--- config.mk ---
export PLATFORM = sky130hd
export DESIGN_NAME = octal_dac_pin_control
export DESIGN_NICKNAME = d
export VERILOG_FILES = /design/src/pkg/octal_dac_pkg.sv /design/src/rtl/octal_dac_pin_control.sv
export VERILOG_INCLUDE_DIRS = /design/src /design/src/pkg
export SDC_FILE = /design/constraint.sdc
export NUM_CORES = 1
export LEC_CHECK = 0
export ABC_AREA = 1
export BUFFER_PORTS_ARGS = -buffer_cell sky130_fd_sc_hd__buf_2
export CORE_ASPECT_RATIO = 1.2
export CORE_UTILIZATION = 45
export DETAILED_ROUTE_END_ITERATION = 7
export RECOVER_POWER = 25
export SLEW_MARGIN = 40
export SYNTH_ARGS = -nofsm -noshare
export SYNTH_HDL_FRONTEND = slang
export SYNTH_SLANG_ARGS = --single-unit
--- constraint.sdc ---
create_clock -name ref_clk -period 3.5 [get_ports ref_clk]
set_input_delay 0.525 -clock ref_clk [delete_from_list [all_inputs] [get_ports ref_clk]]
set_output_delay 0.525 -clock ref_clk [all_outputs]
set_load 0.01 [all_outputs]
--- src/pkg/octal_dac_params.svh ---
`ifndef OCTAL_DAC_PARAMS_SVH
`define OCTAL_DAC_PARAMS_SVH

// ----------------------------------------
// register map (byte addresses)
// ----------------------------------------
`define REG_CTRL 8'h00
`define REG_STATUS 8'h04
`define REG_LASTWORD 8'h08
`define BANK_MISC 3'h0
`define BANK_DAC 3'h1
`define BANK_INPUT 3'h2
`define BANK_HI 7
`define BANK_LO 5
`define IDX_HI 4
`define IDX_LO 2

// ----------------------------------------
// field positions and reset values
// ----------------------------------------
`define CTRL_REFINT 0
`define CTRL_CLR_HI 2
`define CTRL_CLR_LO 1
`define CTRL_WIDTH 3
`define CTRL_RST 3'h0
`define CMD_HI 27
`define CMD_LO 24
`define CH_HI 22
`define CH_LO 20
`define DATA_HI 15
`define DATA_LO 0
`define CMD_WRITE 4'h0
`define CMD_WRITE_UPD 4'h1

// ----------------------------------------
// codes and counts
// ----------------------------------------
`define CLR_ZERO 2'h0
`define CLR_MID 2'h1
`define CODE_ZERO 16'h0000
`define CODE_MID 16'h8000
`define CODE_FULL 16'hffff
`define BITS_PER_BYTE 4'h8
`define FIRST_TX_BIT 4'h1
`define LAST_BYTE 2'h3
`define RESP_OKAY 2'h0
`define RESP_SLVERR 2'h2

`endif

--- src/pkg/octal_dac_pkg.sv ---
`default_nettype none

package octal_dac_pkg;

    typedef logic [15:0] code_t;
    typedef logic [7:0][15:0] code_bank_t;

    typedef struct packed {
        logic scl;
        logic sda;
        logic loadN;
        logic clearN;
        logic addrLsb;
    } pins_t;

    typedef struct packed {
        logic [7:0] awaddr;
        logic awvalid;
        logic [31:0] wdata;
        logic [3:0] wstrb;
        logic wvalid;
        logic bready;
        logic [7:0] araddr;
        logic arvalid;
        logic rready;
    } axi_req_t;

    typedef struct packed {
        logic awready;
        logic wready;
        logic bvalid;
        logic [1:0] bresp;
        logic arready;
        logic rvalid;
        logic [31:0] rdata;
        logic [1:0] rresp;
    } axi_rsp_t;

    typedef enum logic [2:0] {
        I2C_IDLE = 3'h0,
        I2C_ADDR = 3'h1,
        I2C_ACKA = 3'h3,
        I2C_DATA = 3'h2,
        I2C_ACKD = 3'h6,
        I2C_TXD = 3'h7,
        I2C_MACK = 3'h5,
        I2C_IGNORE = 3'h4
    } i2c_state_t;

    typedef struct packed {
        pins_t s1;
        pins_t s2;
        pins_t prev;
        i2c_state_t st;
        logic readMode;
        logic [3:0] bitCnt;
        logic [1:0] byteCnt;
        logic [7:0] shByte;
        logic [31:0] word;
        logic [31:0] txWord;
        logic sdaOut;
        logic sdaOeN;
        code_bank_t inReg;
        code_bank_t dacReg;
        logic [7:0] pend;
        logic [2:0] ctrl;
        logic awHave;
        logic [7:0] awAddr;
        logic wHave;
        logic [31:0] wData;
        logic [3:0] wStrb;
        axi_rsp_t rsp;
    } state_t;

endpackage

`default_nettype wire

--- src/rtl/octal_dac_pin_control.sv ---
// How it works
// - a low level on the load strobe copies every pending input register into its dac register.
// - the synchronised address-select pin is bit zero of the seven-bit bus target address.
// - a falling edge of the clear input, caught by its synchroniser, starts the clear action.
// - while the clear input is low no load strobe moves anything into the dac registers.
// - a clear loads input and dac registers of all channels with the selected clear code.
// - after reset the clear code selects zero scale.
// - words move in and out through a 32-bit shift path on the serial clock and data lines.
// - serial data is only ever pulled low or released, never driven high.
// - the reference pin is an input until software selects the internal reference.
// - eight channels each keep their own input register and dac register.
`timescale 1ns/1ps
`default_nettype none
`include "octal_dac_params.svh"

module octal_dac_pin_control #(
    parameter logic [5:0] DEV_ADDR_HI = 6'h0d
) (
    // clock and reset
    input wire logic ref_clk,
    input wire logic rstn,
    input wire logic clkEn,
    // device pins
    input wire octal_dac_pkg::pins_t pinsIn,
    output logic sdaOut,
    output logic sdaOeN,
    output logic refOutEn,
    // converter codes
    output octal_dac_pkg::code_bank_t dacCode,
    // register bus
    input wire octal_dac_pkg::axi_req_t axiReq,
    output octal_dac_pkg::axi_rsp_t axiRsp
);
    import octal_dac_pkg::*;

    state_t s_reg;
    state_t s_next;

    // ----------------------------------------
    // next state
    // ----------------------------------------
    always_comb begin
        logic sclRise;
        logic sclFall;
        logic startCond;
        logic stopCond;
        logic clearFall;
        logic doExec;
        logic loadOk;
        code_t clrCode;
        logic [3:0] cmd;
        logic [2:0] ch;
        logic [2:0] idx;
        loadOk = 1'b0;
        clrCode = `CODE_ZERO;
        s_next = s_reg;
        s_next.s1 = pinsIn;
        s_next.s2 = s_reg.s1;
        s_next.prev = s_reg.s2;
        sclRise = s_reg.s2.scl & ~s_reg.prev.scl;
        sclFall = ~s_reg.s2.scl & s_reg.prev.scl;
        startCond = s_reg.s2.scl & s_reg.prev.scl & s_reg.prev.sda & ~s_reg.s2.sda;
        stopCond = s_reg.s2.scl & s_reg.prev.scl & ~s_reg.prev.sda & s_reg.s2.sda;
        clearFall = s_reg.prev.clearN & ~s_reg.s2.clearN;
        doExec = 1'b0;
        cmd = s_reg.word[`CMD_HI:`CMD_LO];
        ch = s_reg.word[`CH_HI:`CH_LO];
        idx = axiReq.araddr[`IDX_HI:`IDX_LO];

        // ----------------------------------------
        // serial link
        // ----------------------------------------
        // open drain only
        s_next.sdaOut = 1'b0;
        if (startCond) begin
            s_next.st = I2C_ADDR;
            s_next.bitCnt = '0;
            s_next.byteCnt = '0;
            s_next.sdaOeN = 1'b1;
        end else if (stopCond) begin
            s_next.st = I2C_IDLE;
            s_next.bitCnt = '0;
            s_next.byteCnt = '0;
            s_next.sdaOeN = 1'b1;
        end else begin
            case (s_reg.st)
                I2C_IDLE, I2C_IGNORE: begin
                    s_next.sdaOeN = 1'b1;
                end
                I2C_ADDR, I2C_DATA: begin
                    if (sclRise && s_reg.bitCnt != `BITS_PER_BYTE) begin
                        s_next.shByte = {s_reg.shByte[6:0], s_reg.s2.sda};
                        s_next.bitCnt = s_reg.bitCnt + 4'h1;
                    end else if (sclFall && s_reg.bitCnt == `BITS_PER_BYTE) begin
                        if (s_reg.st == I2C_ADDR) begin
                            if (s_reg.shByte[7:1] == {DEV_ADDR_HI, s_reg.s2.addrLsb}) begin
                                s_next.sdaOeN = 1'b0;
                                s_next.readMode = s_reg.shByte[0];
                                s_next.txWord = s_reg.word;
                                s_next.st = I2C_ACKA;
                            end else begin
                                s_next.st = I2C_IGNORE;
                            end
                        end else begin
                            s_next.word = {s_reg.word[23:0], s_reg.shByte};
                            s_next.sdaOeN = 1'b0;
                            s_next.st = I2C_ACKD;
                        end
                    end
                end
                I2C_ACKA: begin
                    if (sclFall) begin
                        if (s_reg.readMode) begin
                            s_next.sdaOeN = s_reg.txWord[31];
                            s_next.txWord = {s_reg.txWord[30:0], 1'b0};
                            s_next.bitCnt = `FIRST_TX_BIT;
                            s_next.st = I2C_TXD;
                        end else begin
                            s_next.sdaOeN = 1'b1;
                            s_next.bitCnt = '0;
                            s_next.st = I2C_DATA;
                        end
                    end
                end
                I2C_ACKD: begin
                    if (sclFall) begin
                        s_next.sdaOeN = 1'b1;
                        s_next.bitCnt = '0;
                        s_next.st = I2C_DATA;
                        if (s_reg.byteCnt == `LAST_BYTE) begin
                            doExec = 1'b1;
                            s_next.byteCnt = '0;
                        end else begin
                            s_next.byteCnt = s_reg.byteCnt + 2'h1;
                        end
                    end
                end
                I2C_TXD: begin
                    if (sclFall) begin
                        if (s_reg.bitCnt == `BITS_PER_BYTE) begin
                            s_next.sdaOeN = 1'b1;
                            s_next.st = I2C_MACK;
                        end else begin
                            s_next.sdaOeN = s_reg.txWord[31];
                            s_next.txWord = {s_reg.txWord[30:0], 1'b0};
                            s_next.bitCnt = s_reg.bitCnt + 4'h1;
                        end
                    end
                end
                I2C_MACK: begin
                    if (sclRise && s_reg.s2.sda) begin
                        s_next.st = I2C_IGNORE;
                    end else if (sclFall) begin
                        s_next.sdaOeN = s_reg.txWord[31];
                        s_next.txWord = {s_reg.txWord[30:0], 1'b0};
                        s_next.bitCnt = `FIRST_TX_BIT;
                        s_next.st = I2C_TXD;
                    end
                end
                default: begin
                    s_next.st = I2C_IDLE;
                    s_next.sdaOeN = 1'b1;
                end
            endcase
        end

        // ----------------------------------------
        // channel registers
        // ----------------------------------------
        // clear code select
        case (s_reg.ctrl[`CTRL_CLR_HI:`CTRL_CLR_LO])
            `CLR_ZERO: clrCode = `CODE_ZERO;
            `CLR_MID: clrCode = `CODE_MID;
            default: clrCode = `CODE_FULL;
        endcase
        loadOk = ~s_reg.s2.loadN & s_reg.s2.clearN;
        for (int i = 0; i < 8; i++) begin
            if (clearFall) begin
                s_next.inReg[i] = clrCode;
                s_next.dacReg[i] = clrCode;
                s_next.pend[i] = 1'b0;
            end else begin
                if (loadOk && s_reg.pend[i]) begin
                    s_next.dacReg[i] = s_reg.inReg[i];
                    s_next.pend[i] = 1'b0;
                end
                if (doExec && ch == 3'(i)) begin
                    if (cmd == `CMD_WRITE) begin
                        s_next.inReg[i] = s_reg.word[`DATA_HI:`DATA_LO];
                        s_next.pend[i] = 1'b1;
                    end else if (cmd == `CMD_WRITE_UPD) begin
                        s_next.inReg[i] = s_reg.word[`DATA_HI:`DATA_LO];
                        s_next.dacReg[i] = s_reg.word[`DATA_HI:`DATA_LO];
                        s_next.pend[i] = 1'b0;
                    end
                end
            end
        end

        // ----------------------------------------
        // register bus write
        // ----------------------------------------
        if (axiReq.awvalid && s_reg.rsp.awready) begin
            s_next.awHave = 1'b1;
            s_next.awAddr = axiReq.awaddr;
        end
        if (axiReq.wvalid && s_reg.rsp.wready) begin
            s_next.wHave = 1'b1;
            s_next.wData = axiReq.wdata;
            s_next.wStrb = axiReq.wstrb;
        end
        if (s_reg.awHave && s_reg.wHave) begin
            s_next.awHave = 1'b0;
            s_next.wHave = 1'b0;
            s_next.rsp.bvalid = 1'b1;
            if (s_reg.awAddr == `REG_CTRL) begin
                if (s_reg.wStrb[0]) begin
                    s_next.ctrl = s_reg.wData[`CTRL_WIDTH-1:0];
                end
                s_next.rsp.bresp = `RESP_OKAY;
            end else begin
                s_next.rsp.bresp = `RESP_SLVERR;
            end
        end
        if (s_reg.rsp.bvalid && axiReq.bready) begin
            s_next.rsp.bvalid = 1'b0;
        end
        s_next.rsp.awready = ~s_next.awHave & ~s_next.rsp.bvalid;
        s_next.rsp.wready = ~s_next.wHave & ~s_next.rsp.bvalid;

        // ----------------------------------------
        // register bus read
        // ----------------------------------------
        if (s_reg.rsp.rvalid && axiReq.rready) begin
            s_next.rsp.rvalid = 1'b0;
        end
        if (axiReq.arvalid && s_reg.rsp.arready) begin
            s_next.rsp.rvalid = 1'b1;
            s_next.rsp.rresp = `RESP_OKAY;
            s_next.rsp.rdata = '0;
            case (axiReq.araddr[`BANK_HI:`BANK_LO])
                `BANK_MISC: begin
                    if (axiReq.araddr == `REG_CTRL) begin
                        s_next.rsp.rdata[`CTRL_WIDTH-1:0] = s_reg.ctrl;
                    end else if (axiReq.araddr == `REG_STATUS) begin
                        s_next.rsp.rdata[9:0] = {s_reg.s2.clearN, s_reg.s2.loadN, s_reg.pend};
                    end else if (axiReq.araddr == `REG_LASTWORD) begin
                        s_next.rsp.rdata = s_reg.word;
                    end else begin
                        s_next.rsp.rresp = `RESP_SLVERR;
                    end
                end
                `BANK_DAC: s_next.rsp.rdata[15:0] = s_reg.dacReg[idx];
                `BANK_INPUT: s_next.rsp.rdata[15:0] = s_reg.inReg[idx];
                default: s_next.rsp.rresp = `RESP_SLVERR;
            endcase
            if (axiReq.araddr[1:0] != 2'h0) begin
                s_next.rsp.rdata = '0;
                s_next.rsp.rresp = `RESP_SLVERR;
            end
        end
        s_next.rsp.arready = ~s_next.rsp.rvalid;
    end

    // ----------------------------------------
    // state register
    // ----------------------------------------
    always_ff @(posedge ref_clk) begin
        if (!rstn) begin
            s_reg <= '0;
            s_reg.s1 <= '1;
            s_reg.s2 <= '1;
            s_reg.prev <= '1;
            s_reg.st <= I2C_IDLE;
            s_reg.sdaOeN <= 1'b1;
            s_reg.ctrl <= `CTRL_RST;
        end else if (clkEn) begin
            s_reg <= s_next;
        end
    end

    // ----------------------------------------
    // outputs
    // ----------------------------------------
    assign sdaOut = s_reg.sdaOut;
    assign sdaOeN = s_reg.sdaOeN;
    assign refOutEn = s_reg.ctrl[`CTRL_REFINT];
    assign dacCode = s_reg.dacReg;
    assign axiRsp = s_reg.rsp;

endmodule // octal_dac_pin_control

`default_nettype wire

### Yosys cells after proc, flatten, opt, wreduce, memory -nomap -nowiden

Cells that the tools add are included.

* bits in registers: 450
* bits in latches: 0
* memory bits (writable): 0
* memory bits (read-only): 0
* input port bits: 65
* memories: 0

* add/subtract/negate cells: 2
* multipliers: 0
* div/mod/pow operators: 0
* order comparisons: 1
* eq/ne operators: 46
* shift operators: 0
* muxes and demuxes: 183
* bitwise logic cells: 25
* reduce and logical (&&, ||, !) cells: 70

Operators with widths (number)
* 2-to-1 mux 16 bit: 61
* 2-to-1 mux 32 bit: 11
* case mux 32 bit (4 select lines): 1
* binary-select mux 16 bit (select 3 bit): 2
* 2-to-1 mux 1 bit: 65
* case mux 16 bit (3 select lines): 1
* inequality test 4 bit, second input constant: 11
* 2-to-1 mux 3 bit: 13
* 2-to-1 mux 37 bit: 1
* 2-to-1 mux 35 bit: 1
* 2-to-1 mux 34 bit: 1
* 2-to-1 mux 4 bit: 8
* case mux 16 bit (2 select lines): 1
* 2-to-1 mux 29 bit: 1
* AND reduction 3 bit: 9
* AND reduction 9 bit: 3
* logical AND 1 bit: 25
* equality test 3 bit, second input constant: 8
* 2-to-1 mux 22 bit: 1
* inequality test 2 bit, second input constant: 10
* case mux 4 bit (5 select lines): 1
* 2-to-1 mux 6 bit: 3
* nonzero test 2 bit: 9
* logical NOT 8 bit: 2
* other kinds (34): 78

### Longest topological paths before layout

* depth after elaboration: 9
* gate-level depth with buffers: 12

### Least setup slack after synthesis

OpenSTA, ideal clock, no wires.

* kind: in2reg
* start point: input port axiReq[4] (netlist bit)
* end point: register s_reg, in the netlist axiRsp[17]
* library setup time: 0.132 ns
* arrival: 1.651 ns
* path slack: 1.717 ns
* stages: 11
* cell sequence: clkbuf_1 inv_1 buf_2 clkbuf_1 nand2_1 nand3_1 nand3_1 nand3_1 nand3_1 nand2_1 a21oi_1

* longest elaborated chain between the ends: 6

RTL lines
* start: declaration: line octal_dac_pin_control.sv:31 `input wire octal_dac_pkg::axi_req_t axiReq,`
* equality test 8 x 4 -> 1 bit (no source line)
* 2-to-1 mux 32 bit: line octal_dac_pin_control.sv:247 `` end else if (axiReq.araddr == `REG_LASTWORD) begin ``
* 2-to-1 mux 22 bit: line octal_dac_pin_control.sv:245 `` end else if (axiReq.araddr == `REG_STATUS) begin ``
* 2-to-1 mux 29 bit: line octal_dac_pin_control.sv:243 `` if (axiReq.araddr == `REG_CTRL) begin ``
* case mux 16 bit (3 select lines) *: line octal_dac_pin_control.sv:241 `` case (axiReq.araddr[`BANK_HI:`BANK_LO]) ``
* 2-to-1 mux 34 bit *: line octal_dac_pin_control.sv:257 `if (axiReq.araddr[1:0] != 2'h0) begin`
* end signal: assignment: line octal_dac_pin_control.sv:278 `s_reg <= s_next;`
* end: declaration: line octal_dac_pin_control.sv:36 `state_t s_reg;`

Every way passes the cells marked *; elsewhere a longest branch is shown, timed or not. The select of a mux whose other input is x is not followed.
A chain may end at the register's enable or synchronous reset.

### Worst setup path after layout

* start point: input port rstn
* end point: register s_reg[93] (netlist bit)

RTL lines
* start: declaration: line octal_dac_pin_control.sv:21 `input wire logic rstn,`

No word-level cell between the ends.

==> results <==
- The run finished, with violations left.
- The final reports fail on capacitance limit, slew limit.
- The number of flip-flops under the largest register name is 237.
- The buffer count from post-CTS setup fixing is 0.
- After clock tree synthesis, the repair step resized 0 gates.
- In this run, the combinational gates consume 10.4% of the power.
- Traced cell by cell, the critical path runs through buf_4, clkinvlp_4, buf_12, a21oi_1.
- For this run the aggregate overflow at the end of global routing stands at 0.
- For this run, the leading register cell type out of synthesis is sky130_fd_sc_hd__dfxtp_1.
- The minimum clock period is 2.74 ns.
- The slowest stage of the critical path belongs to the cell sky130_fd_sc_hd__clkinvlp_4.
- The number of cells on the worst hold path is 3.
- The final count of negative-setup-slack endpoints is 0.
- STA classifies the critical path endpoint as a register.
- The clock passes through at most 3 buffers.
- The largest stage delay on the critical path is 1.40 ns.
- The cell type with the highest aggregate area in the netlist is sky130_fd_sc_hd__dfxtp_1.
- The final-report hold violation count is 0.
- By area the synthesized netlist is led by sky130_fd_sc_hd__dfxtp_1 (36%), sky130_fd_sc_hd__nand2_1 (15%), sky130_fd_sc_hd__o21ai_0 (12%).
- The first TritonRoute pass finished after 6 iterations.
- The number of fill cells is 5352.
- The fraction of final layout cells with drive strength greater than 1 is 8.04%.
- Across the run, the number of max-cap violations was 2.
- The data arrival time at the worst-slack endpoint is 3.26 ns.
- The max-slew headroom at the worst pin is -22.6%.
- The initial antenna violation count came to 1.
- After synthesis, the most frequently instantiated cells are sky130_fd_sc_hd__nand2_1 (912), sky130_fd_sc_hd__o21ai_0 (536), sky130_fd_sc_hd__dfxtp_1 (416).
- In the final routed layout, each cell accounts on average for 22.4 um.
- Entering global routing, the biggest net connects 169 pins.
- Internal power comes to 8.00 mW.
- The final layout contains routed wiring with a total length of 94.3 mm.
- In the detailed route, the total length drawn on met2 is 41.1 mm.
- The min-delay analysis places its worst path in the category in -> reg.
- The via count of the first global-routing pass is 21579.
- The count of hold buffers inserted by post-cts repair is 0.
- Sequential cells burn 45.3% of the power.
- In this run the clock root is driven by a sky130_fd_sc_hd__clkbuf_16.
- The worst clock skew is 0.0265 ns.
- The share of the synthesized area in the top cell type is 35.8%.
- The final critical path takes up 78.2% of the cycle.
- Across all layers, the routed design uses 23921 vias.
- In this run switching power makes up 27.3% of total power.
- Detailed routing placed a total of 7.83 mm of wire on met3.
- Counting both buffers and inverters, the worst setup path holds a total of 3.
- The critical path crosses 4 cells after its start point.
- The topmost layer with routed signal wires is met4.
- The total power after layout is 11.0 mW.
- The mapped netlist covers 0.0232 sq mm.
- Setup repair after global routing left no endpoint under its margin.
- Summed over all nets, the switching power comes to 3.00 mW.
- The clock insertion delay at the later pin of the skew report is 0.60 ns.
- In this run, synthesis produced a sequential element count of 416.
- The number of buffer cells added on primary ports is 201.
- The core area is 0.0507 sq mm.
- The count of nets left with antenna violations once routing finished came out at 0.
- Data on the critical path is required at its endpoint by 4.02 ns.
- Based on the critical path, the design can be clocked at up to 365 MHz.
- Counting distinct cell types in the post-synthesis netlist gives 39.
- The highest net fanout along the worst path is 90.
- The sequential cells in the finished layout cover a total of 0.00833 sq mm.
- The initial utilization of the core area, before any placement, comes to 45.9%.
- The leading cell type by number of instances after synthesis is sky130_fd_sc_hd__nand2_1.
- CTS built an H-tree with a depth of 2.
- The worst setup path is launched from a primary input.
- The number of warning messages in the yosys log is 0.
- Measured on the finished design, the core utilization comes to 48.7%.
- The final-report max-slew violation count is 259.
- The clock network burns 44.3% of the power.
- After clock tree synthesis, the clock-pin slew on the worst setup and hold paths is 0.06 ns.
- At the pin with the least slew margin, the transition time is 1.84 ns.
- Measured along the x axis, the die boundary spans 209 um.
- The number of nets in the final layout is 3611.
- The number of antenna diodes in the final layout is 0.
- The synthesized instance count is 3623.
- In this run the vertical extent of the chip is 251 um.
- The floorplan has 90 rows.
- The multi-input combinational cells in the finished layout cover a total of 0.0115 sq mm.
- Sequential elements use 35.8% of the synthesized area.
- After detailed routing, the wire length on met1 is 39.6 mm.
- The wire length of the first global-routing pass is 138 mm.
- The synthesized design contains 0 enable-type register cells.
- The kind of critical path is in -> reg.
- The length in cells of the worst reg-to-reg path is 8.
- Pin placement for this block handled 237 I/O pins.
- The average cell area after synthesis is 6.41 sq um.
- For this run, the total global-route usage over all layers was measured as 35.1%.
- Summed over all cells, the static leakage comes to 9.86 nW.
- The DRC violations left is 0.
- CTS saw 416 sinks.
- The final sum of negative setup slack is 0 ns.
- The violation count after the first detailed-routing iteration is 2629.
- The area growth from synthesis to layout is 6.20%.
- The share of async-settable or async-resettable flops after synthesis is 0%.
- The final HPWL from detailed placement is 63.5 mm.
- The power per cell area is 446 mW/mm^2.
- The cell family contributing the most delay on the critical path is buffers and inverters.
- The CTS tree is built.
- The number of CTS-inserted buffers is 46.
- Using the TritonRoute via totals, the vias-per-cell ratio works out to 5.68.
- The floorplan die area is 0.0526 sq mm.
- The global placement routability congestion is 0.977.
- The worst supply voltage drop on vdd is 0.484 mV.
[worst register-to-register path, cell delays in order, from the launching register on]
cell and delay, ns:
sky130_fd_sc_hd__dfxtp_1 0.31, sky130_fd_sc_hd__inv_2 0.10, sky130_fd_sc_hd__nand2_1 0.48, sky130_fd_sc_hd__nand2_1 0.29, sky130_fd_sc_hd__nand2_1 0.07, sky130_fd_sc_hd__inv_1 0.43, sky130_fd_sc_hd__nand2_2 0.51, sky130_fd_sc_hd__o21ai_0 0.31
sky130_fd_sc_hd__a21oi_1 0.07
[through the flow]
step | hold WS (ns) | setup WS (ns) | instance area [sq um] | instances
finish | 0.152 | 0.762 | 24700 | 4215
detailed placement | 0.451 | 0.825 | 23400 | 4139
CTS | 0.123 | 0.812 | 24800 | 4215
global route | 0.167 | 0.558 | 24700 | 4215
floorplan | 0.429 | 1.72 | 23200 | 3625
global placement | 0.443 | 0.863 | 23400 | 4139
[power groups by stage]
stage / combinational (mW) / clock [mW] / sequential (mW)
after global placement: 1.11 / 0 / 5.08
after global routing: 1.26 / 5.10 / 5.00
after CTS: 1.13 / 4.94 / 4.98
after floorplan: 0.780 / 0 / 5.06
final: 1.14 / 4.88 / 4.98
after detailed placement: 1.12 / 0 / 5.09
[cell usage in the layout (no fill, tap or decap), types with 2 or more instances in the layout]
cell type	instances
sky130_fd_sc_hd__buf_4	70
sky130_fd_sc_hd__nand2_2	7
sky130_fd_sc_hd__clkinvlp_4	3
sky130_fd_sc_hd__nor2_4	2
sky130_fd_sc_hd__nand4_1	17
sky130_fd_sc_hd__nor2_2	7
sky130_fd_sc_hd__buf_12	7
sky130_fd_sc_hd__inv_2	11
sky130_fd_sc_hd__clkinv_2	5
sky130_fd_sc_hd__a211oi_1	4
sky130_fd_sc_hd__a21oi_1	392
sky130_fd_sc_hd__o21ai_1	81
sky130_fd_sc_hd__buf_2	84
sky130_fd_sc_hd__inv_1	279
sky130_fd_sc_hd__conb_1	3
sky130_fd_sc_hd__o21ai_2	4
sky130_fd_sc_hd__bufinv_16	2
sky130_fd_sc_hd__clkbuf_1	126
sky130_fd_sc_hd__nand3_4	10
sky130_fd_sc_hd__dfxtp_1	416
sky130_fd_sc_hd__clkinv_1	4
sky130_fd_sc_hd__ha_1	3
sky130_fd_sc_hd__nand3_1	237
sky130_fd_sc_hd__nor2_1	266
sky130_fd_sc_hd__o21ai_0	536
sky130_fd_sc_hd__nor2_8	2
sky130_fd_sc_hd__nand3b_1	3
sky130_fd_sc_hd__nand2_4	12
sky130_fd_sc_hd__nand2_1	911
sky130_fd_sc_hd__clkbuf_8	6
sky130_fd_sc_hd__clkbuf_16	49
sky130_fd_sc_hd__nor3_4	2
[metal layers]
metal | vias to the layer above | track usage, %
met3 | 201 | 4.51
met5 | - | 0
met4 | 0 | 20.6
li1 | 11418 | -
met2 | 1084 | 54.0
met1 | 11218 | 46.9
[path summary, 6_finish.rpt]
check / from / end / slack, ns
setup / recovery: rstn / s_reg[93]$_SDFFE_PN0P_ / 0.76
hold / removal: pinsIn[1] / s_next[444]$_SDFFE_PN1P_ / 0.15
setup reg to reg: s_next[439]$_SDFFE_PN1P_ / s_reg[262]$_SDFFE_PN0P_ / 0.82
hold reg to reg: s_reg[81]$_SDFFE_PN0P_ / s_reg[81]$_SDFFE_PN0P_ / 0.46
[cell families (layout without fill, tap and decap cells)]
kind of cell             after synthesis  after routing  share of synthesized area (%)
AO/OA/AOI/OAI                       1022           1022                           22.1
XOR/XNOR                               1              1                         0.0377
adder cells (fa/ha/maj)                3              3                          0.162
buffers and inverters                702            648                           15.1
flip-flops                           416            416                           35.8
other                                  1              3                         0.0161
AND/OR/NAND/NOR                     1478           1478                           26.8
[cell type report]
| class | instances | area share (%) |
|---|---|---|
| tap | 644 | 3.27 |
| inverter | 295 | 4.50 |
| clock buffer | 67 | 5.49 |
| clock inverter | 9 | 0.406 |
| timing repair buffer | 277 | 6.19 |
| sequential | 416 | 33.7 |
| multi-input combinational | 2507 | 46.4 |
Note: power is estimated with default switching activity, not from simulation.
